[src/rtl/omf_pkg.sv]
// Constants and types shared by the operating-mode sequencer
package omf_pkg;

  // System clock
  localparam int CLK_MHZ         = 10;
  localparam int US_NS           = 1000;
  localparam int CYC_PER_US      = (US_NS * CLK_MHZ + 999) / 1000;

  // Reset-pin deglitch times, least times rounded up to cycles
  localparam int RST_FLT_NRM_NS  = 1000;
  localparam int RST_FLT_SLP_NS  = 16000;
  localparam int RST_FLT_NRM_CYC = (RST_FLT_NRM_NS * CLK_MHZ + 999) / 1000;
  localparam int RST_FLT_SLP_CYC = (RST_FLT_SLP_NS * CLK_MHZ + 999) / 1000;

  // Widths
  localparam int TW              = 20;
  localparam int FW              = 8;
  localparam int PW              = 8;
  localparam int WK_N            = 3;

  // Blanking timeout per code, in microseconds
  localparam int PB_C0_US        = 160;
  localparam int PB_C1_US        = 16;
  localparam int PB_C2_US        = 40;
  localparam int PB_C3_US        = 320;

  // Polling and nonvolatile load defaults, in microseconds
  localparam int PT_DEF_US       = 16000;
  localparam int NVM_TO_US       = 3125;

  // Field codes and reset values
  localparam logic [1:0] PB_CODE_DEF = 2'h0;
  localparam logic [1:0] PT_CODE_DEF = 2'h0;
  localparam logic [3:0] SLEEP_KEY   = 4'hA;
  localparam logic [1:0] ACT_WR_N    = 2'h3;
  localparam logic       ADDR_DEF    = 1'h0;

  typedef enum logic [3:0] {
    ST_OFF,
    ST_NVM_LOAD,
    ST_WAKE,
    ST_INIT,
    ST_NORMAL,
    ST_FAULT,
    ST_SLEEP,
    ST_POLL,
    ST_RST_HELD
  } omf_state_t;

  // One write to the wake-and-sleep configuration register
  typedef struct packed {
    logic [3:0] key;
    logic [1:0] polling_timeout;
    logic [1:0] blanking_timeout;
  } omf_cfg_wr_t;

  // Timeout codes in force
  typedef struct packed {
    logic [1:0] polling_timeout;
    logic [1:0] blanking_timeout;
  } omf_timeout_cfg_t;

  // Flags of the general status register owned by this block
  typedef struct packed {
    logic wakeup_event_flag;
    logic trim_data_fault_flag;
    logic calibration_fault_flag;
    logic overtemp_flag;
    logic internal_supply_fault;
  } omf_status_t;

endpackage

[src/rtl/omf_mode_fsm.sv]
// Operating-mode state machine: power-up, reset pin, fault, sleep and polling
`timescale 1ns/10ps
// Notes on behaviour
// - Reset-pin rise enters init for blanking time, then fault or normal.
// - Commands are processed only once normal has been reached.
// - Off moves to nonvolatile load on a power-on-reset rising edge.
// - Load ends in wake when memory is ready with good trim and calibration data, good diagnostics and no supply fault; bad data sets trim fault.
// - With load faults, wake is still reached when the load timeout expires.
// - Wake entry raises wake pin and flag; a status read clears both.
// - Wake to init on reset rise, latching the chip address pin.
// - Init goes normal when diagnostics stayed good for the blanking time and no supply or unmasked overtemperature fault is present.
// - Init goes fault when diagnostics stayed bad for the blanking time.
// - Normal goes fault on unmasked overtemperature or internal supply fault.
// - In fault, internal reference stays on; command interface stays on only if normal was reached after the last init.
// - Fault returns to normal once its cause has gone.
// - Three activation writes then reset low in normal enter sleep, keeping settings.
// - Sleep moves to polling whenever the polling timeout expires.
// - Polling returns to sleep if wake sources stay still for blanking time.
// - Polling goes to wake if a source change lasts blanking plus polling.
// - Any reset-low state goes to init on a reset-pin rise.
// - Reset low in normal, fault or init holds reset and drops settings.
// - Reset pin deglitched: 16 us in sleep and polling, 1 us otherwise.
// - Battery below power-on-reset level forces off from any state.
// - Blanking 160 us and polling 16 ms by default, two-bit programmable.
// - Entering power-on reset or held reset restores default timeouts.
// - In normal operation timing runs from the main oscillator.
// - In sleep timing runs from the low-power oscillator.
module omf_mode_fsm #(
  parameter int P_POLL_US = omf_pkg::PT_DEF_US, // Default polling timeout, us
  parameter int P_NVM_US  = omf_pkg::NVM_TO_US  // Nonvolatile load timeout, us
) (
  input  wire logic                       i_sys_clk,          // System clock, 10 MHz
  input  wire logic                       i_resetn,           // Async reset, low active
  input  wire logic                       i_por_ok,           // Battery above POR level
  input  wire logic                       i_rst_pin,          // Reset pin from host
  input  wire logic                       i_ctrl_cfg_pin,     // Chip address select pin
  input  wire logic [omf_pkg::WK_N-1:0]   i_wake_src,         // Wake-up source levels
  input  wire logic                       i_nvm_ready,        // Nonvolatile memory ready
  input  wire logic                       i_nvm_data_bad,     // Loaded trim data invalid
  input  wire logic                       i_calib_bad,        // Loaded calibration invalid
  input  wire logic                       i_diag_ok,          // Diagnostic check good
  input  wire logic                       i_int_supply_fault, // Internal supply fault
  input  wire logic                       i_overtemp,         // Overtemperature seen
  input  wire logic                       i_ot_mask,          // Overtemperature masked
  input  wire logic                       i_cfg_wr,           // Config register write
  input  wire omf_pkg::omf_cfg_wr_t       i_cfg_wdata,        // Config write data
  input  wire logic                       i_status_rd,        // Status register read
  output omf_pkg::omf_state_t             o_state,            // Present mode
  output logic                            o_wake_pin,         // Wake output pin
  output omf_pkg::omf_status_t            o_status,           // Status flags
  output omf_pkg::omf_timeout_cfg_t       o_timeout_cfg,      // Timeout codes
  output logic                            o_spi_enable,       // Command processing on
  output logic                            o_vref_en,          // Internal reference on
  output logic                            o_lp_osc_sel,       // Low-power timebase
  output logic                            o_chip_addr         // Latched chip address
);
  import omf_pkg::*;

  typedef struct packed {
    omf_state_t       st;
    logic             rst_prev;
    logic             por_prev;
    logic             diag_prev;
    logic [WK_N-1:0]  wk_ref;
    omf_status_t      stat;
    omf_timeout_cfg_t tcfg;
    logic [1:0]       act_cnt;
    logic             normal_seen;
    logic             spi_en;
    logic             vref_en;
    logic             lp_osc;
    logic             chip_addr;
  } omf_core_t;

  localparam omf_core_t CORE_RST = '{
    st:        ST_OFF,
    tcfg:      '{polling_timeout: PT_CODE_DEF, blanking_timeout: PB_CODE_DEF},
    chip_addr: ADDR_DEF,
    default:   '0
  };

  omf_core_t       r;
  omf_core_t       r_nxt;
  logic            rst_q;
  logic            por_q;
  logic            cfg_q;
  logic [WK_N-1:0] wk_q;
  logic [FW-1:0]   rst_len;
  logic [TW-1:0]   t_us;
  logic [TW-1:0]   c_us;
  logic [TW-1:0]   pb_us;
  logic [TW-1:0]   pt_us;
  logic            t_clr;
  logic            c_clr;
  logic            rst_rise;
  logic            rst_fall;
  logic            ot_evt;
  logic            fault_now;
  logic            wk_chg;
  logic            discard;

  function automatic logic [TW-1:0] pb_lut(input logic [1:0] code);
    logic [TW-1:0] v;
    unique case (code)
      2'h0: v = TW'(PB_C0_US);
      2'h1: v = TW'(PB_C1_US);
      2'h2: v = TW'(PB_C2_US);
      2'h3: v = TW'(PB_C3_US);
    endcase
    return v;
  endfunction

  function automatic logic [TW-1:0] pt_lut(input logic [1:0] code);
    logic [TW-1:0] v;
    unique case (code)
      2'h0: v = TW'(P_POLL_US);
      2'h1: v = TW'(P_POLL_US * 2);
      2'h2: v = TW'(P_POLL_US / 2);
      2'h3: v = TW'(P_POLL_US * 4);
    endcase
    return v;
  endfunction

  // Longer filter while the slow timebase runs
  assign rst_len = r.lp_osc ? FW'(RST_FLT_SLP_CYC) : FW'(RST_FLT_NRM_CYC);

  omf_pin_filter #(
    .W (1)
  ) u_rst_flt (
    .i_sys_clk (i_sys_clk),
    .i_resetn  (i_resetn),
    .i_pin     (i_rst_pin),
    .i_len     (rst_len),
    .o_level   (rst_q)
  );

  omf_pin_filter #(
    .W (WK_N + 2)
  ) u_pin_sync (
    .i_sys_clk (i_sys_clk),
    .i_resetn  (i_resetn),
    .i_pin     ({i_por_ok, i_ctrl_cfg_pin, i_wake_src}),
    .i_len     ('0),
    .o_level   ({por_q, cfg_q, wk_q})
  );

  // State timer, restarted on each mode change
  omf_timer u_state_tmr (
    .i_sys_clk (i_sys_clk),
    .i_resetn  (i_resetn),
    .i_clear   (t_clr),
    .o_us      (t_us)
  );

  // Persistence timer for a wake-source change while polling
  omf_timer u_wake_tmr (
    .i_sys_clk (i_sys_clk),
    .i_resetn  (i_resetn),
    .i_clear   (c_clr),
    .o_us      (c_us)
  );

  assign pb_us     = pb_lut(r.tcfg.blanking_timeout);
  assign pt_us     = pt_lut(r.tcfg.polling_timeout);
  assign rst_rise  = rst_q & ~r.rst_prev;
  assign rst_fall  = ~rst_q & r.rst_prev;
  // A failed trim download stops overtemperature from causing a fault; the overtemperature flag still sets
  assign ot_evt    = i_overtemp & ~i_ot_mask & ~r.stat.trim_data_fault_flag;
  assign fault_now = ot_evt | i_int_supply_fault | ~i_diag_ok;
  assign wk_chg    = wk_q != r.wk_ref;

  always_comb
  begin
    r_nxt           = r;
    r_nxt.rst_prev  = rst_q;
    r_nxt.por_prev  = por_q;
    r_nxt.diag_prev = i_diag_ok;
    unique case (r.st)
      ST_OFF:
      begin
        if (por_q & ~r.por_prev)
          r_nxt.st = ST_NVM_LOAD;
      end
      ST_NVM_LOAD:
      begin
        if (i_nvm_ready & i_nvm_data_bad)
          r_nxt.stat.trim_data_fault_flag = 1'b1;
        if (i_nvm_ready & i_calib_bad)
          r_nxt.stat.calibration_fault_flag = 1'b1;
        if (i_nvm_ready & ~i_nvm_data_bad & ~i_calib_bad & i_diag_ok & ~i_int_supply_fault)
          r_nxt.st = ST_WAKE;
        else if (t_us >= TW'(P_NVM_US))
          r_nxt.st = ST_WAKE;
      end
      ST_INIT:
      begin
        // Diagnostic changes restart the blanking window below
        if (t_us >= pb_us)
          r_nxt.st = fault_now ? ST_FAULT : ST_NORMAL;
      end
      ST_NORMAL:
      begin
        if (ot_evt | i_int_supply_fault)
          r_nxt.st = ST_FAULT;
      end
      ST_FAULT:
      begin
        if (~fault_now)
          r_nxt.st = ST_NORMAL;
      end
      ST_SLEEP:
      begin
        if (t_us >= pt_us)
          r_nxt.st = ST_POLL;
      end
      ST_POLL:
      begin
        if (wk_chg & ({1'b0, c_us} >= ({1'b0, pb_us} + {1'b0, pt_us})))
          r_nxt.st = ST_WAKE;
        else if (~wk_chg & (t_us >= pb_us))
          r_nxt.st = ST_SLEEP;
      end
      ST_WAKE, ST_RST_HELD:
      begin
        r_nxt.st = r.st;
      end
    endcase

    // Writes reach the register only while commands are processed
    if (i_cfg_wr & r.spi_en)
    begin
      r_nxt.tcfg.blanking_timeout = i_cfg_wdata.blanking_timeout;
      r_nxt.tcfg.polling_timeout  = i_cfg_wdata.polling_timeout;
      if (i_cfg_wdata.key != SLEEP_KEY)
        r_nxt.act_cnt = '0;
      else if (r.act_cnt != ACT_WR_N)
        r_nxt.act_cnt = r.act_cnt + 2'h1;
    end

    // Reset pin events override the per-state decisions
    if (rst_rise & (r.st != ST_OFF))
    begin
      r_nxt.st        = ST_INIT;
      r_nxt.chip_addr = cfg_q;
    end
    else if (rst_fall)
    begin
      if ((r.st == ST_NORMAL) & (r.act_cnt == ACT_WR_N))
      begin
        r_nxt.st     = ST_SLEEP;
        r_nxt.wk_ref = wk_q;
        // The activation is spent here, so a later reset fall needs fresh writes
        r_nxt.act_cnt = '0;
      end
      else if ((r.st == ST_NORMAL) | (r.st == ST_FAULT) | (r.st == ST_INIT))
      begin
        r_nxt.st = ST_RST_HELD;
      end
    end

    if (~por_q)
      r_nxt.st = ST_OFF;

    // Held reset and power loss drop the configuration
    discard = (r_nxt.st == ST_RST_HELD) | (r_nxt.st == ST_OFF);
    if (discard)
    begin
      r_nxt.tcfg.blanking_timeout = PB_CODE_DEF;
      r_nxt.tcfg.polling_timeout  = PT_CODE_DEF;
      r_nxt.act_cnt               = '0;
    end
    if (r_nxt.st == ST_OFF)
    begin
      r_nxt.stat      = '0;
      r_nxt.chip_addr = ADDR_DEF;
    end

    // Sticky flags: a set in the cycle of a read wins over the clear; power loss clears all
    if (r_nxt.st != ST_OFF)
    begin
      r_nxt.stat.wakeup_event_flag = ((r_nxt.st == ST_WAKE) & (r.st != ST_WAKE))
                                     | (r.stat.wakeup_event_flag & ~i_status_rd);
      r_nxt.stat.overtemp_flag = i_overtemp | (r.stat.overtemp_flag & ~i_status_rd);
      r_nxt.stat.internal_supply_fault = i_int_supply_fault
                                         | (r.stat.internal_supply_fault & ~i_status_rd);
    end

    // Each pass through init must reach normal again before commands run
    r_nxt.normal_seen = (r.normal_seen | (r_nxt.st == ST_NORMAL)) & ~discard
                        & (r_nxt.st != ST_INIT);
    r_nxt.spi_en      = r_nxt.normal_seen
                        & ((r_nxt.st == ST_NORMAL) | (r_nxt.st == ST_FAULT));
    r_nxt.vref_en     = (r_nxt.st == ST_INIT) | (r_nxt.st == ST_NORMAL)
                        | (r_nxt.st == ST_FAULT);
    // Both timebases are emitted as 1 us ticks from the system clock
    r_nxt.lp_osc      = (r_nxt.st == ST_SLEEP) | (r_nxt.st == ST_POLL);
  end

  // Restart blanking whenever the diagnostic flips while in init
  assign t_clr = (r_nxt.st != r.st)
                 | ((r.st == ST_INIT) & (i_diag_ok != r.diag_prev));
  assign c_clr = ~((r.st == ST_POLL) & wk_chg);

  always_ff @(posedge i_sys_clk or negedge i_resetn)
  begin
    if (!i_resetn)
      r <= CORE_RST;
    else
      r <= r_nxt;
  end

  assign o_state       = r.st;
  assign o_wake_pin    = r.stat.wakeup_event_flag;
  assign o_status      = r.stat;
  assign o_timeout_cfg = r.tcfg;
  assign o_spi_enable  = r.spi_en;
  assign o_vref_en     = r.vref_en;
  assign o_lp_osc_sel  = r.lp_osc;
  assign o_chip_addr   = r.chip_addr;

endmodule

[src/rtl/omf_pin_filter.sv]
// Three-stage synchroniser with a programmable stability filter
`timescale 1ns/10ps
module omf_pin_filter #(
  parameter int W = 1
) (
  input  wire logic                   i_sys_clk, // System clock
  input  wire logic                   i_resetn,  // Async reset, low active
  input  wire logic [W-1:0]           i_pin,     // Asynchronous pins
  input  wire logic [omf_pkg::FW-1:0] i_len,     // Extra stable cycles needed
  output logic      [W-1:0]           o_level    // Filtered level
);
  import omf_pkg::*;

  typedef struct packed {
    logic [W-1:0]  s1;
    logic [W-1:0]  s2;
    logic [W-1:0]  s3;
    logic [W-1:0]  lvl;
    logic [FW-1:0] cnt;
  } omf_flt_t;

  omf_flt_t r;
  omf_flt_t r_nxt;

  // Only the second stage reads the first; decisions use stages two and three
  always_comb
  begin
    r_nxt    = r;
    r_nxt.s1 = i_pin;
    r_nxt.s2 = r.s1;
    r_nxt.s3 = r.s2;
    if ((r.s2 != r.s3) || (r.s3 == r.lvl))
    begin
      r_nxt.cnt = '0;
    end
    else if (r.cnt >= i_len)
    begin
      r_nxt.lvl = r.s3;
      r_nxt.cnt = '0;
    end
    else
    begin
      r_nxt.cnt = r.cnt + FW'(1);
    end
  end

  always_ff @(posedge i_sys_clk or negedge i_resetn)
  begin
    if (!i_resetn)
      r <= '0;
    else
      r <= r_nxt;
  end

  assign o_level = r.lvl;

endmodule

[src/rtl/omf_timer.sv]
// Microsecond elapsed-time counter with restart
`timescale 1ns/10ps
module omf_timer (
  input  wire logic                   i_sys_clk, // System clock
  input  wire logic                   i_resetn,  // Async reset, low active
  input  wire logic                   i_clear,   // Restart from zero
  output logic      [omf_pkg::TW-1:0] o_us       // Microseconds elapsed
);
  import omf_pkg::*;

  typedef struct packed {
    logic [PW-1:0] pre;
    logic [TW-1:0] us;
  } omf_tmr_t;

  omf_tmr_t r;
  omf_tmr_t r_nxt;

  // Saturates so a long stay never wraps back below a limit
  always_comb
  begin
    r_nxt = r;
    if (i_clear)
    begin
      r_nxt = '0;
    end
    else if (r.pre == PW'(CYC_PER_US - 1))
    begin
      r_nxt.pre = '0;
      if (r.us != '1)
        r_nxt.us = r.us + TW'(1);
    end
    else
    begin
      r_nxt.pre = r.pre + PW'(1);
    end
  end

  always_ff @(posedge i_sys_clk or negedge i_resetn)
  begin
    if (!i_resetn)
      r <= '0;
    else
      r <= r_nxt;
  end

  assign o_us = r.us;

endmodule

[config.mk]
export PLATFORM = sky130hd
export DESIGN_NAME = omf_mode_fsm
export DESIGN_NICKNAME = d
export VERILOG_FILES = /design/src/rtl/omf_pkg.sv /design/src/rtl/omf_mode_fsm.sv /design/src/rtl/omf_pin_filter.sv /design/src/rtl/omf_timer.sv
export SDC_FILE = /design/constraint.sdc
export NUM_CORES = 1
export LEC_CHECK = 0
export BUFFER_PORTS_ARGS = -buffer_cell sky130_fd_sc_hd__buf_2
export CAP_MARGIN = 20
export CORE_UTILIZATION = 57
export DETAILED_ROUTE_END_ITERATION = 6
export PLACE_DENSITY = 0.76
export SLEW_MARGIN = 10
export SYNTH_ARGS = -nofsm -noshare
export SYNTH_HDL_FRONTEND = slang
export SYNTH_SLANG_ARGS = --single-unit
[constraint.sdc]
create_clock -name i_sys_clk -period 10.8 [get_ports i_sys_clk]
set_input_delay 2.16 -clock i_sys_clk [delete_from_list [all_inputs] [get_ports i_sys_clk]]
set_output_delay 2.16 -clock i_sys_clk [all_outputs]
set_load 0.02 [all_outputs]
==> out/metrics.csv, run 1 <==
metric,value,unit
ys_warn_count,0,
cts_sinks,114,
finalHoldViolCount,0,
antenna_found_initial,0,
vias,5074,
wl_per_cell,15.8,um
drtPass1Iterations,5,
status,completed,
viasPerCell,5.84,
pre_cts_ws,6.10,ns
gp_congestion,0.892,
place_area,0.00697,mm^2
cts.repair.resized,0,
die_area,0.0123,mm^2
grt.busiest_layer,met2,
final_common_cell,dfrtp_1,
row_count,39,
syn-mean-instance-area,9.95,um^2
synth_top_area_share,42.3,%
yosysTopAreaCell,dfrtp_1,
clock_latency,0.42,ns
synth-seq-cells,114,
path_class,flop to flop,
drv_cap,0,
r2r_start,o_timeout_cfg[2],
multi_input_area,0.00356,mm^2
final_nets,791,
setup_tns,0,ns
ir_drop,238,uV
rr_endpoint,u_state_tmr.r[22],
crit_required,11.12,ns
ctsRootBufferMaster,clkbuf_16,
reg2reg_depth,18,
ctsHoldBuffers,0,
met1_usage,32.5,%
r2r_setup_slack,6.23,ns
slew_headroom,38.5,%
p_per_area,178,mW/mm^2
cts_setup_buffers,0,
grt_pass1_vias,5118,
grt-ovfl-total,0,
io_pins,43,
htree_levels,4,
drc_errors,0,
endpoint_kind,flop,
min_path_cells,0,
period_share,42.3,%
syn_nets,756,
p_leak,0.00351,uW
clock_path_buffers,2,
synth-main-ff-cell,dfrtp_1,
die_w,111,um
setup_violations,0,
final.fill_count,887,
final_cell_count_no_fill,869,
final.min_clock_period,4.57,ns
diodes,0,
drive_gt1_share,17.4,%
ant_nets,0,
die_y,111,um
netlist_instances,678,
mostFrequentLayoutCells,"dfrtp_1 (114), nor2_1 (54), ha_1 (52)",
wl,13800,um
max_freq,0.219,GHz
worst_slack,6.23,ns
ys_seq_area_share,42.3,%
rsz0062_at_grt,false,
cp_max_fo,28,
placed_cells,837,
final-seq-area,0.00285,mm^2
path_clk_slew,0.06,ns
arrival,4.89,ns
grt_pass1_wl,24100,um
grt_max_degree,62,
final_area,0.00756,mm^2
synthesis.area,0.00675,mm^2
yosysUniqueCellTypes,72,
drv_slew,0,
min_to,u_pin_sync.r[22],
use_met2,39.9,%
post-dp-hpwl,9900,um
synth-edff-count,0,
io_buffers,42,
core_region_area,0.0115,mm^2
worstHoldPathType,flop to flop,
start_util,58.8,%
tritoncts,built,
drtIter0Drc,352,
synth.area.top_cells,"dfrtp_1 (42%), ha_1 (9.6%), xor2_1 (6.2%)",
synth-async-reset-ratio,100,%
cts_made_buffers,17,
tightest_slew,0.917,ns
grtUsageTotal,24.4,%
min_from,u_pin_sync.r[27],
synthToLayoutAreaGrowth,12.1,%
crit_path_start_kind,flop,
met3_usage,5.03,%
finalClockSkew,0.0154,ns
-- final cells by class --
cell class                      instances  area share (%)
Timing Repair Buffer                   44            3.01
Tap cell                              143            2.37
Clock buffer                           17            5.62
Clock inverter                         15            2.25
Multi-Input combinational cell        497            47.1
Sequential cell                       114            37.7
Inverter                               39            1.94
-- sequential cells by signal, indices dropped and copies added, names as in the netlist, 4 cells and up --
name                cells
u_rst_flt.r            11
o_timeout_cfg           4
r                       9
u_wake_tmr.o_us        20
u_wake_tmr.r            8
u_pin_sync.r           15
o_status                4
o_state                 4
u_pin_sync.o_level      5
u_state_tmr.r           8
u_state_tmr.o_us       20
-- how the worst max path moves through the flow --
| stage | from | endpoint | depth (start not counted) |
|---|---|---|---|
| floorplan | i_ot_mask | u_state_tmr.o_us[15] | 9 |
| global placement | i_ot_mask | u_state_tmr.o_us[4] | 9 |
| detailed placement | i_ot_mask | u_state_tmr.r[22] | 9 |
| CTS | o_timeout_cfg[2] | u_state_tmr.r[22] | 18 |
| global route | o_timeout_cfg[2] | u_state_tmr.r[22] | 18 |
| finish | o_timeout_cfg[2] | u_state_tmr.r[22] | 18 |
-- report_power, final --
group,internal (uW),switching (uW),total [uW]
logic,96.4,186,283
clock network,345,214,559
registers,460,45.3,505
-- layer usage --
metal,up-vias,share of wire [%]
li1,2456,-
met1,2476,46
met2,131,49
met3,11,4.3
met4,0,1.0
met5,-,0
-- cell usage after synthesis (5+ instances only) --
library cell  count
clkbuf_1          6
buf_2             5
a31oi_1           6
nor2b_1           6
nand3_1          41
buf_4            14
o21ai_0          16
nand2b_1          8
and4_1            6
inv_1            39
xor2_1           48
nand4_1          11
dfrtp_1         114
nor4_1            6
a211oi_1          6
nor2_2           20
a21o_1            5
xnor2_1          20
ha_1             52
a21oi_1          29
mux2_2            8
and3_1           15
nand2_1          42
and2_1            8
nor2_1           54
nor3_1           17
-- critical path: stages (launching register included) --
cell      delay, ns
dfrtp_1        0.44
inv_1          0.14
ha_1           0.21
ha_1           0.19
inv_1          0.06
fa_1           0.39
inv_1          0.08
a21oi_1        0.10
nor3_1         0.29
nand2b_1       0.17
ha_1           0.23
and4_1         0.21
o311a_1        0.12
a211o_1        0.30
o211ai_1       0.28
a211oi_1       0.14
mux2i_1        0.27
nand4_4        0.49
nor3_1         0.35
-- cell families after synthesis --
| kind of cell | synth area share (%) |
|---|---|
| buf+inv | 4.97 |
| mux | 1.93 |
| fa+ha+maj | 9.94 |
| flops | 42.3 |
| simple gates | 21.3 |
| xor+xnor | 9.07 |
| compound gates | 10.5 |
-- per-stage QoR --
step / power, uW / utilization (%) / hold WS (ns)
floorplan: 743 / - / 0.331
global placement: 780 / 60.8 / 0.332
detailed placement: 793 / 60.8 / 0.336
CTS: 1360 / 66.0 / 0.350
global route: 1410 / 66.0 / 0.356
finish: 1350 / 66.0 / 0.348
No activity file was read; power rests on OpenSTA's default activity.
==> inputs of run 2 (changes only) <==
Clock period 10.8 ns to 4.7 ns, I/O delays scaled along.
==> run 2 against run 1 <==
  * Setup slack lost 6.0 ns
  * Global-route usage grew 0.28 points
  * Utilization grew 0.35 points
  * Clock-buffer cell count is the same
  * Non-clock buffer count grew 5
  * Clock skew shrank 0.0075 ns
  * Sequential power grew 130%
  * First-iteration DRC count shrank 8.0%
==> out/metrics.csv, run 2 (same netlist as run 1, synthesis figures left out) <==
metric,value,unit,change
final.min_clock_period,4.48,ns,was 4.57 ns
grt.busiest_layer,met2,,unchanged
vias,5128,,was 5074
gp_congestion,0.826,,was 0.892
start_util,58.8,%,unchanged
path_class,flop to flop,,unchanged
grt_pass1_wl,24200,um,was 24100 um
wl,14200,um,was 13800 um
synthToLayoutAreaGrowth,12.7,%,was 12.1%
grtUsageTotal,24.7,%,was 24.4%
met3_usage,5.80,%,was 5.03%
slowest_delay,0.45,ns,was 0.49 ns
final_nets,796,,was 791
core_region_area,0.0115,mm^2,unchanged
drv_slew,0,,unchanged
period_share,95.2,%,was 42.3%
htree_levels,4,,unchanged
grt-ovfl-total,0,,unchanged
cts_setup_buffers,0,,unchanged
status,completed,,unchanged
final-seq-area,0.00285,mm^2,unchanged
clock_latency,0.42,ns,about the same
final.fill_count,879,,was 887
rr_endpoint,u_state_tmr.o_us[13],,was u_state_tmr.r[22]
r2r_start,o_timeout_cfg[2],,unchanged
r2r_setup_slack,0.22,ns,was 6.23 ns
met1_usage,31.7,%,was 32.5%
finalClockSkew,0.00792,ns,was 0.0154 ns
post-dp-hpwl,10000,um,was 9900 um
die_area,0.0123,mm^2,unchanged
drive_gt1_share,17.9,%,was 17.4%
path_clk_slew,0.06,ns,about the same
ant_nets,0,,unchanged
rsz0062_at_grt,false,,unchanged
reg2reg_depth,19,,was 18
slew_headroom,34.9,%,was 38.5%
io_buffers,42,,unchanged
cp_slowest_cell,dfrtp_1,,was nand4_4
ctsRootBufferMaster,clkbuf_16,,unchanged
wl_per_cell,16.3,um,was 15.8 um
diodes,0,,unchanged
multi_input_area,0.00356,mm^2,unchanged
grt_max_degree,80,,was 62
drv_cap,0,,unchanged
tritoncts,built,,unchanged
cts_sinks,114,,unchanged
path_cells,inv_1 -> ha_1 -> ha_1 -> inv_1 -> fa_1 -> inv_1 -> a21oi_1 -> nor3_1 -> nand2b_1 -> ha_1 -> and4_1 -> o311a_1 -> a211o_1 -> o211ai_1 -> a211oi_1 -> mux2i_1 -> nand4_4 -> buf_4 -> nor2_2,,was inv_1 -> ha_1 -> ha_1 -> inv_1 -> fa_1 -> inv_1 -> a21oi_1 -> nor3_1 -> nand2b_1 -> ha_1 -> and4_1 -> o311a_1 -> a211o_1 -> o211ai_1 -> a211oi_1 -> mux2i_1 -> nand4_4 -> nor3_1
crit_path_start_kind,flop,,unchanged
endpoint_kind,flop,,unchanged
drtPass1Iterations,5,,unchanged
drtIter0Drc,324,,was 352
ctsHoldBuffers,0,,unchanged
ir_drop,369,uV,was 238 uV
cp-startpoint,o_timeout_cfg[2],,unchanged
arrival,4.83,ns,was 4.89 ns
die_w,111,um,unchanged
cp_max_fo,23,,was 28
setup_tns,0,ns,unchanged
max_freq,0.223,GHz,was 0.219 GHz
power,3120,uW,was 1350 uW
crit_path_end,u_state_tmr.o_us[13],,was u_state_tmr.r[22]
cts.repair.resized,0,,unchanged
io_pins,43,,unchanged
finalHoldViolCount,0,,unchanged
viasPerCell,5.87,,was 5.84
p_leak,0.00353,uW,was 0.00351 uW
use_met2,40.4,%,was 39.9%
antenna_found_initial,0,,unchanged
die_y,111,um,unchanged
tightest_slew,0.964,ns,was 0.917 ns
clock_path_buffers,2,,unchanged
mostFrequentLayoutCells,"dfrtp_1 (114), nor2_1 (54), ha_1 (52)",,unchanged
grt_pass1_vias,5140,,was 5118
row_count,39,,unchanged
worstHoldPathType,flop to flop,,unchanged
final_common_cell,dfrtp_1,,unchanged
crit_required,5.05,ns,was 11.12 ns
p_per_area,410,mW/mm^2,was 178 mW/mm^2
cts_made_buffers,17,,unchanged
utilization,66.3,%,was 66.0%
drc_errors,0,,unchanged
setup_violations,0,,unchanged
## run 2: cell types whose count changed in the layout (fill, tap and decap cells not counted), sizes merged
cell,change
clkinv,-3
buf,+5
inv,+4
bufinv,-1
## run 2: worst min-delay path by stage
| stage | from | endpoint | slack [ns] | depth (start not counted) |
|---|---|---|---|---|
| finish | u_rst_flt.r[11] | u_rst_flt.r[10] | 0.35 | 0 |
| global route | u_rst_flt.r[11] | u_rst_flt.r[10] | 0.36 | 0 |
| CTS | u_rst_flt.r[11] | u_rst_flt.r[10] | 0.35 | 0 |
| detailed placement | u_rst_flt.r[11] | u_rst_flt.r[10] | 0.34 | 0 |
| global placement | u_pin_sync.r[24] | u_pin_sync.r[19] | 0.33 | 0 |
| floorplan | u_pin_sync.r[23] | u_pin_sync.r[18] | 0.33 | 0 |
## run 2: report_power, final
group          switching (uW)  leakage (uW)  total (uW)  internal (uW)
sequential               90.3       0.00152        1150           1060
combinational             451       0.00173         701            249
clock                     520      0.000284        1270            752
total                    1060       0.00353        3120           2060
## run 2: worst max-delay path: cells and delay by family, from the launching register on
family	cells	cell delay, ns
mux	1	0.25
compound gates	5	0.90
flops	1	0.45
simple gates	5	1.17
buf+inv	4	0.61
fa+ha+maj	4	1.02
## run 2: layout make-up
cell class                      instances  share of cell area [%]
Inverter                               39                    1.93
Clock buffer                           17                    5.59
Clock inverter                         15                    2.11
Timing Repair Buffer                   49                    3.65
Sequential cell                       114                    37.5
Multi-Input combinational cell        497                    46.8
Tap cell                              143                    2.35
## run 2: metrics by stage
| step | hold slack (ns) | instances | instance area (um^2) | worst slack [ns] |
|---|---|---|---|---|
| final | 0.349 | 874 | 7600 | 0.224 |
| after CTS | 0.351 | 873 | 7580 | 0.261 |
| after global placement | 0.331 | 841 | 7000 | 0.550 |
| after global routing | 0.357 | 874 | 7600 | 0.0283 |
| after detailed placement | 0.336 | 841 | 7000 | 0.325 |
| after floorplan | 0.331 | 678 | 6750 | 1.11 |
## run 2: metal layers
layer / vias up / wire [um]
met5: - / 0
met4: 0 / 284
met3: 25 / 668
met2: 138 / 6820
met1: 2505 / 6450
li1: 2460 / -
==> inputs of run 3 (changes only) <==
Settings changed: CELL_PAD_IN_SITES_DETAIL_PLACEMENT set to 1, CELL_PAD_IN_SITES_GLOBAL_PLACEMENT set to 2, CORE_UTILIZATION 57 to 40, CTS_CLUSTER_SIZE set to 24, PLACE_DENSITY 0.76 to unset, PLACE_DENSITY_LB_ADDON set to 0.1, RECOVER_POWER set to 100.
==> run 3 against run 2 <==
  * The run now ends with max-capacitance violations, max-slew violations left
  * Non-clock buffer count fell by 2
  * First-iteration DRC count fell by 46%
  * Combinational power rose by 4.0%
  * Worst hold slack improved by 0.0027 ns
  * Global-route usage fell by 4.3 points
  * Cell area rose by 0.69%
  * Critical path type unchanged
  * Critical endpoint is now u_state_tmr.o_us[17]
  * Largest power group unchanged
  * Highest routed layer unchanged
==> out/metrics.csv, run 3 (same netlist as run 1, synthesis figures left out) <==
metric,value,unit,change
drv_cap,1,,was 0
clock_latency,0.43,ns,was 0.42 ns
wl,16800,um,was 14200 um
clock_path_buffers,2,,unchanged
synthToLayoutAreaGrowth,13.5,%,was 12.7%
gp_congestion,0.778,,was 0.826
cts_made_buffers,17,,unchanged
endpoint_kind,flop,,unchanged
die_w,132,um,was 111 um
period_share,95.0,%,was 95.2%
final_nets,795,,was 796
path_clk_slew,0.06,ns,about the same
die_y,132,um,was 111 um
antenna_found_initial,0,,unchanged
grt_max_degree,57,,was 80
core_region_area,0.0165,mm^2,was 0.0115 mm^2
crit_required,5.05,ns,about the same
grt_pass1_wl,27700,um,was 24200 um
violations,"max-capacitance violations, max-slew violations",,
final_common_cell,dfrtp_1,,unchanged
io_buffers,42,,unchanged
cts_sinks,114,,unchanged
tightest_slew,3.09,ns,was 0.964 ns
final.fill_count,1866,,was 879
finalClockSkew,0.00796,ns,was 0.00792 ns
crit_path_start_kind,flop,,unchanged
final.min_clock_period,4.46,ns,was 4.48 ns
setup_violations,0,,unchanged
row_count,47,,was 39
die_area,0.0174,mm^2,was 0.0123 mm^2
final-seq-area,0.00285,mm^2,unchanged
ant_nets,0,,unchanged
vias,5112,,was 5128
grt_pass1_vias,5417,,was 5140
multi_input_area,0.00357,mm^2,was 0.00356 mm^2
rsz0062_at_grt,true,,was false
grtUsageTotal,20.3,%,was 24.7%
viasPerCell,5.38,,was 5.87
ctsRootBufferMaster,clkbuf_16,,unchanged
p_per_area,415,mW/mm^2,was 410 mW/mm^2
grt-ovfl-total,0,,unchanged
htree_levels,4,,unchanged
r2r_setup_slack,0.24,ns,was 0.22 ns
mostFrequentLayoutCells,"dfrtp_1 (114), nor2_1 (54), ha_1 (52)",,unchanged
status,"complete, but fails checks",,was completed
worstHoldPathType,flop to flop,,unchanged
ir_drop,259,uV,was 369 uV
path_class,flop to flop,,unchanged
p_leak,0.00346,uW,was 0.00353 uW
drc_errors,0,,unchanged
diodes,0,,unchanged
wl_per_cell,17.6,um,was 16.3 um
drive_gt1_share,15.3,%,was 17.9%
drtIter0Drc,176,,was 324
io_pins,43,,unchanged
tritoncts,built,,unchanged
slew_headroom,-106,%,was 34.9%
start_util,40.8,%,was 58.8%
post-dp-hpwl,12100,um,was 10000 um
ctsHoldBuffers,0,,unchanged
max_freq,0.224,GHz,was 0.223 GHz
cp_max_fo,11,,was 23
hold_slack,0.352,ns,was 0.349 ns
finalHoldViolCount,0,,unchanged
drtPass1Iterations,4,,was 5
arrival,4.82,ns,was 4.83 ns
utilization,46.3,%,was 66.3%
drv_slew,57,,was 0
## run 3: cell types whose count changed in the layout (fill, tap and decap cells not counted), moves of 2 or more
cell      before  now
inv_6          7    5
buf_4          7    2
clkbuf_1       0   16
nor3_2         2    0
clkbuf_2       0    2
buf_2         41   27
## run 3: final cells by class
class                      count  area share, %
timing repair buffer          47           2.88
clock buffer                  17           5.56
tap                          220           3.60
multi-input combinational    498           46.7
sequential                   114           37.3
inverter                      39           1.91
clock inverter                15           2.11
## run 3: power by group
part,total [uW],internal [uW],leakage (uW),switching (uW)
clock network,1300,752,0.000281,549
logic,729,241,0.00166,487
registers,1150,1060,0.00152,93.5
## run 3: path summary, 6_finish.rpt
path                             startpoint                    to  cells past startpoint
min                        u_pin_sync.r[25]      u_pin_sync.r[20]                      0
min in group asynchronous          i_resetn      u_wake_tmr.r[22]                      1
max                        o_timeout_cfg[2]  u_state_tmr.o_us[17]                     18
max in group asynchronous          i_resetn      u_pin_sync.r[19]                      2
min reg2reg                u_pin_sync.r[25]      u_pin_sync.r[20]                      0
max reg2reg                o_timeout_cfg[2]  u_state_tmr.o_us[17]                     18
## run 3: timing repair
| item | 4_1_cts | 5_1_grt |
|---|---|---|
| resized for setup | 0 | 2 |
| setup endpoints to repair | 0 | 20 |
| setup buffers | 0 | 0 |
## run 3: metal layers
layer	track usage (%)	vias to the layer above	share of wire, %
met1	26.4	2551	48
met5	0	-	0
met2	32.5	73	47
li1	-	2457	-
met4	9.69	0	3.0
met3	4.19	31	2.4
## run 3: stage by stage
step | instances | area [um^2] | setup slack [ns] | total power (uW) | setup TNS, ns
floorplan | 678 | 6750 | 1.11 | 1710 | 0
global placement | 917 | 7090 | 0.358 | 1850 | 0
detailed placement | 917 | 7090 | 0.175 | 1880 | 0
CTS | 949 | 7670 | 0.152 | 3190 | 0
global route | 950 | 7660 | -0.0352 | 3340 | -0.253
finish | 950 | 7660 | 0.236 | 3180 | 0
## run 3: worst max-delay path: stages, from the launching register on
cell	delay, ns
dfrtp_1	0.44
inv_1	0.13
ha_1	0.20
ha_1	0.18
inv_1	0.06
fa_1	0.41
inv_1	0.07
a21oi_1	0.08
nor3_1	0.27
nand2b_1	0.16
ha_1	0.23
and4_1	0.21
o311a_1	0.13
a211o_1	0.30
o211ai_1	0.28
a211oi_1	0.14
mux2i_2	0.34
nand4_2	0.51
nor2_2	0.23
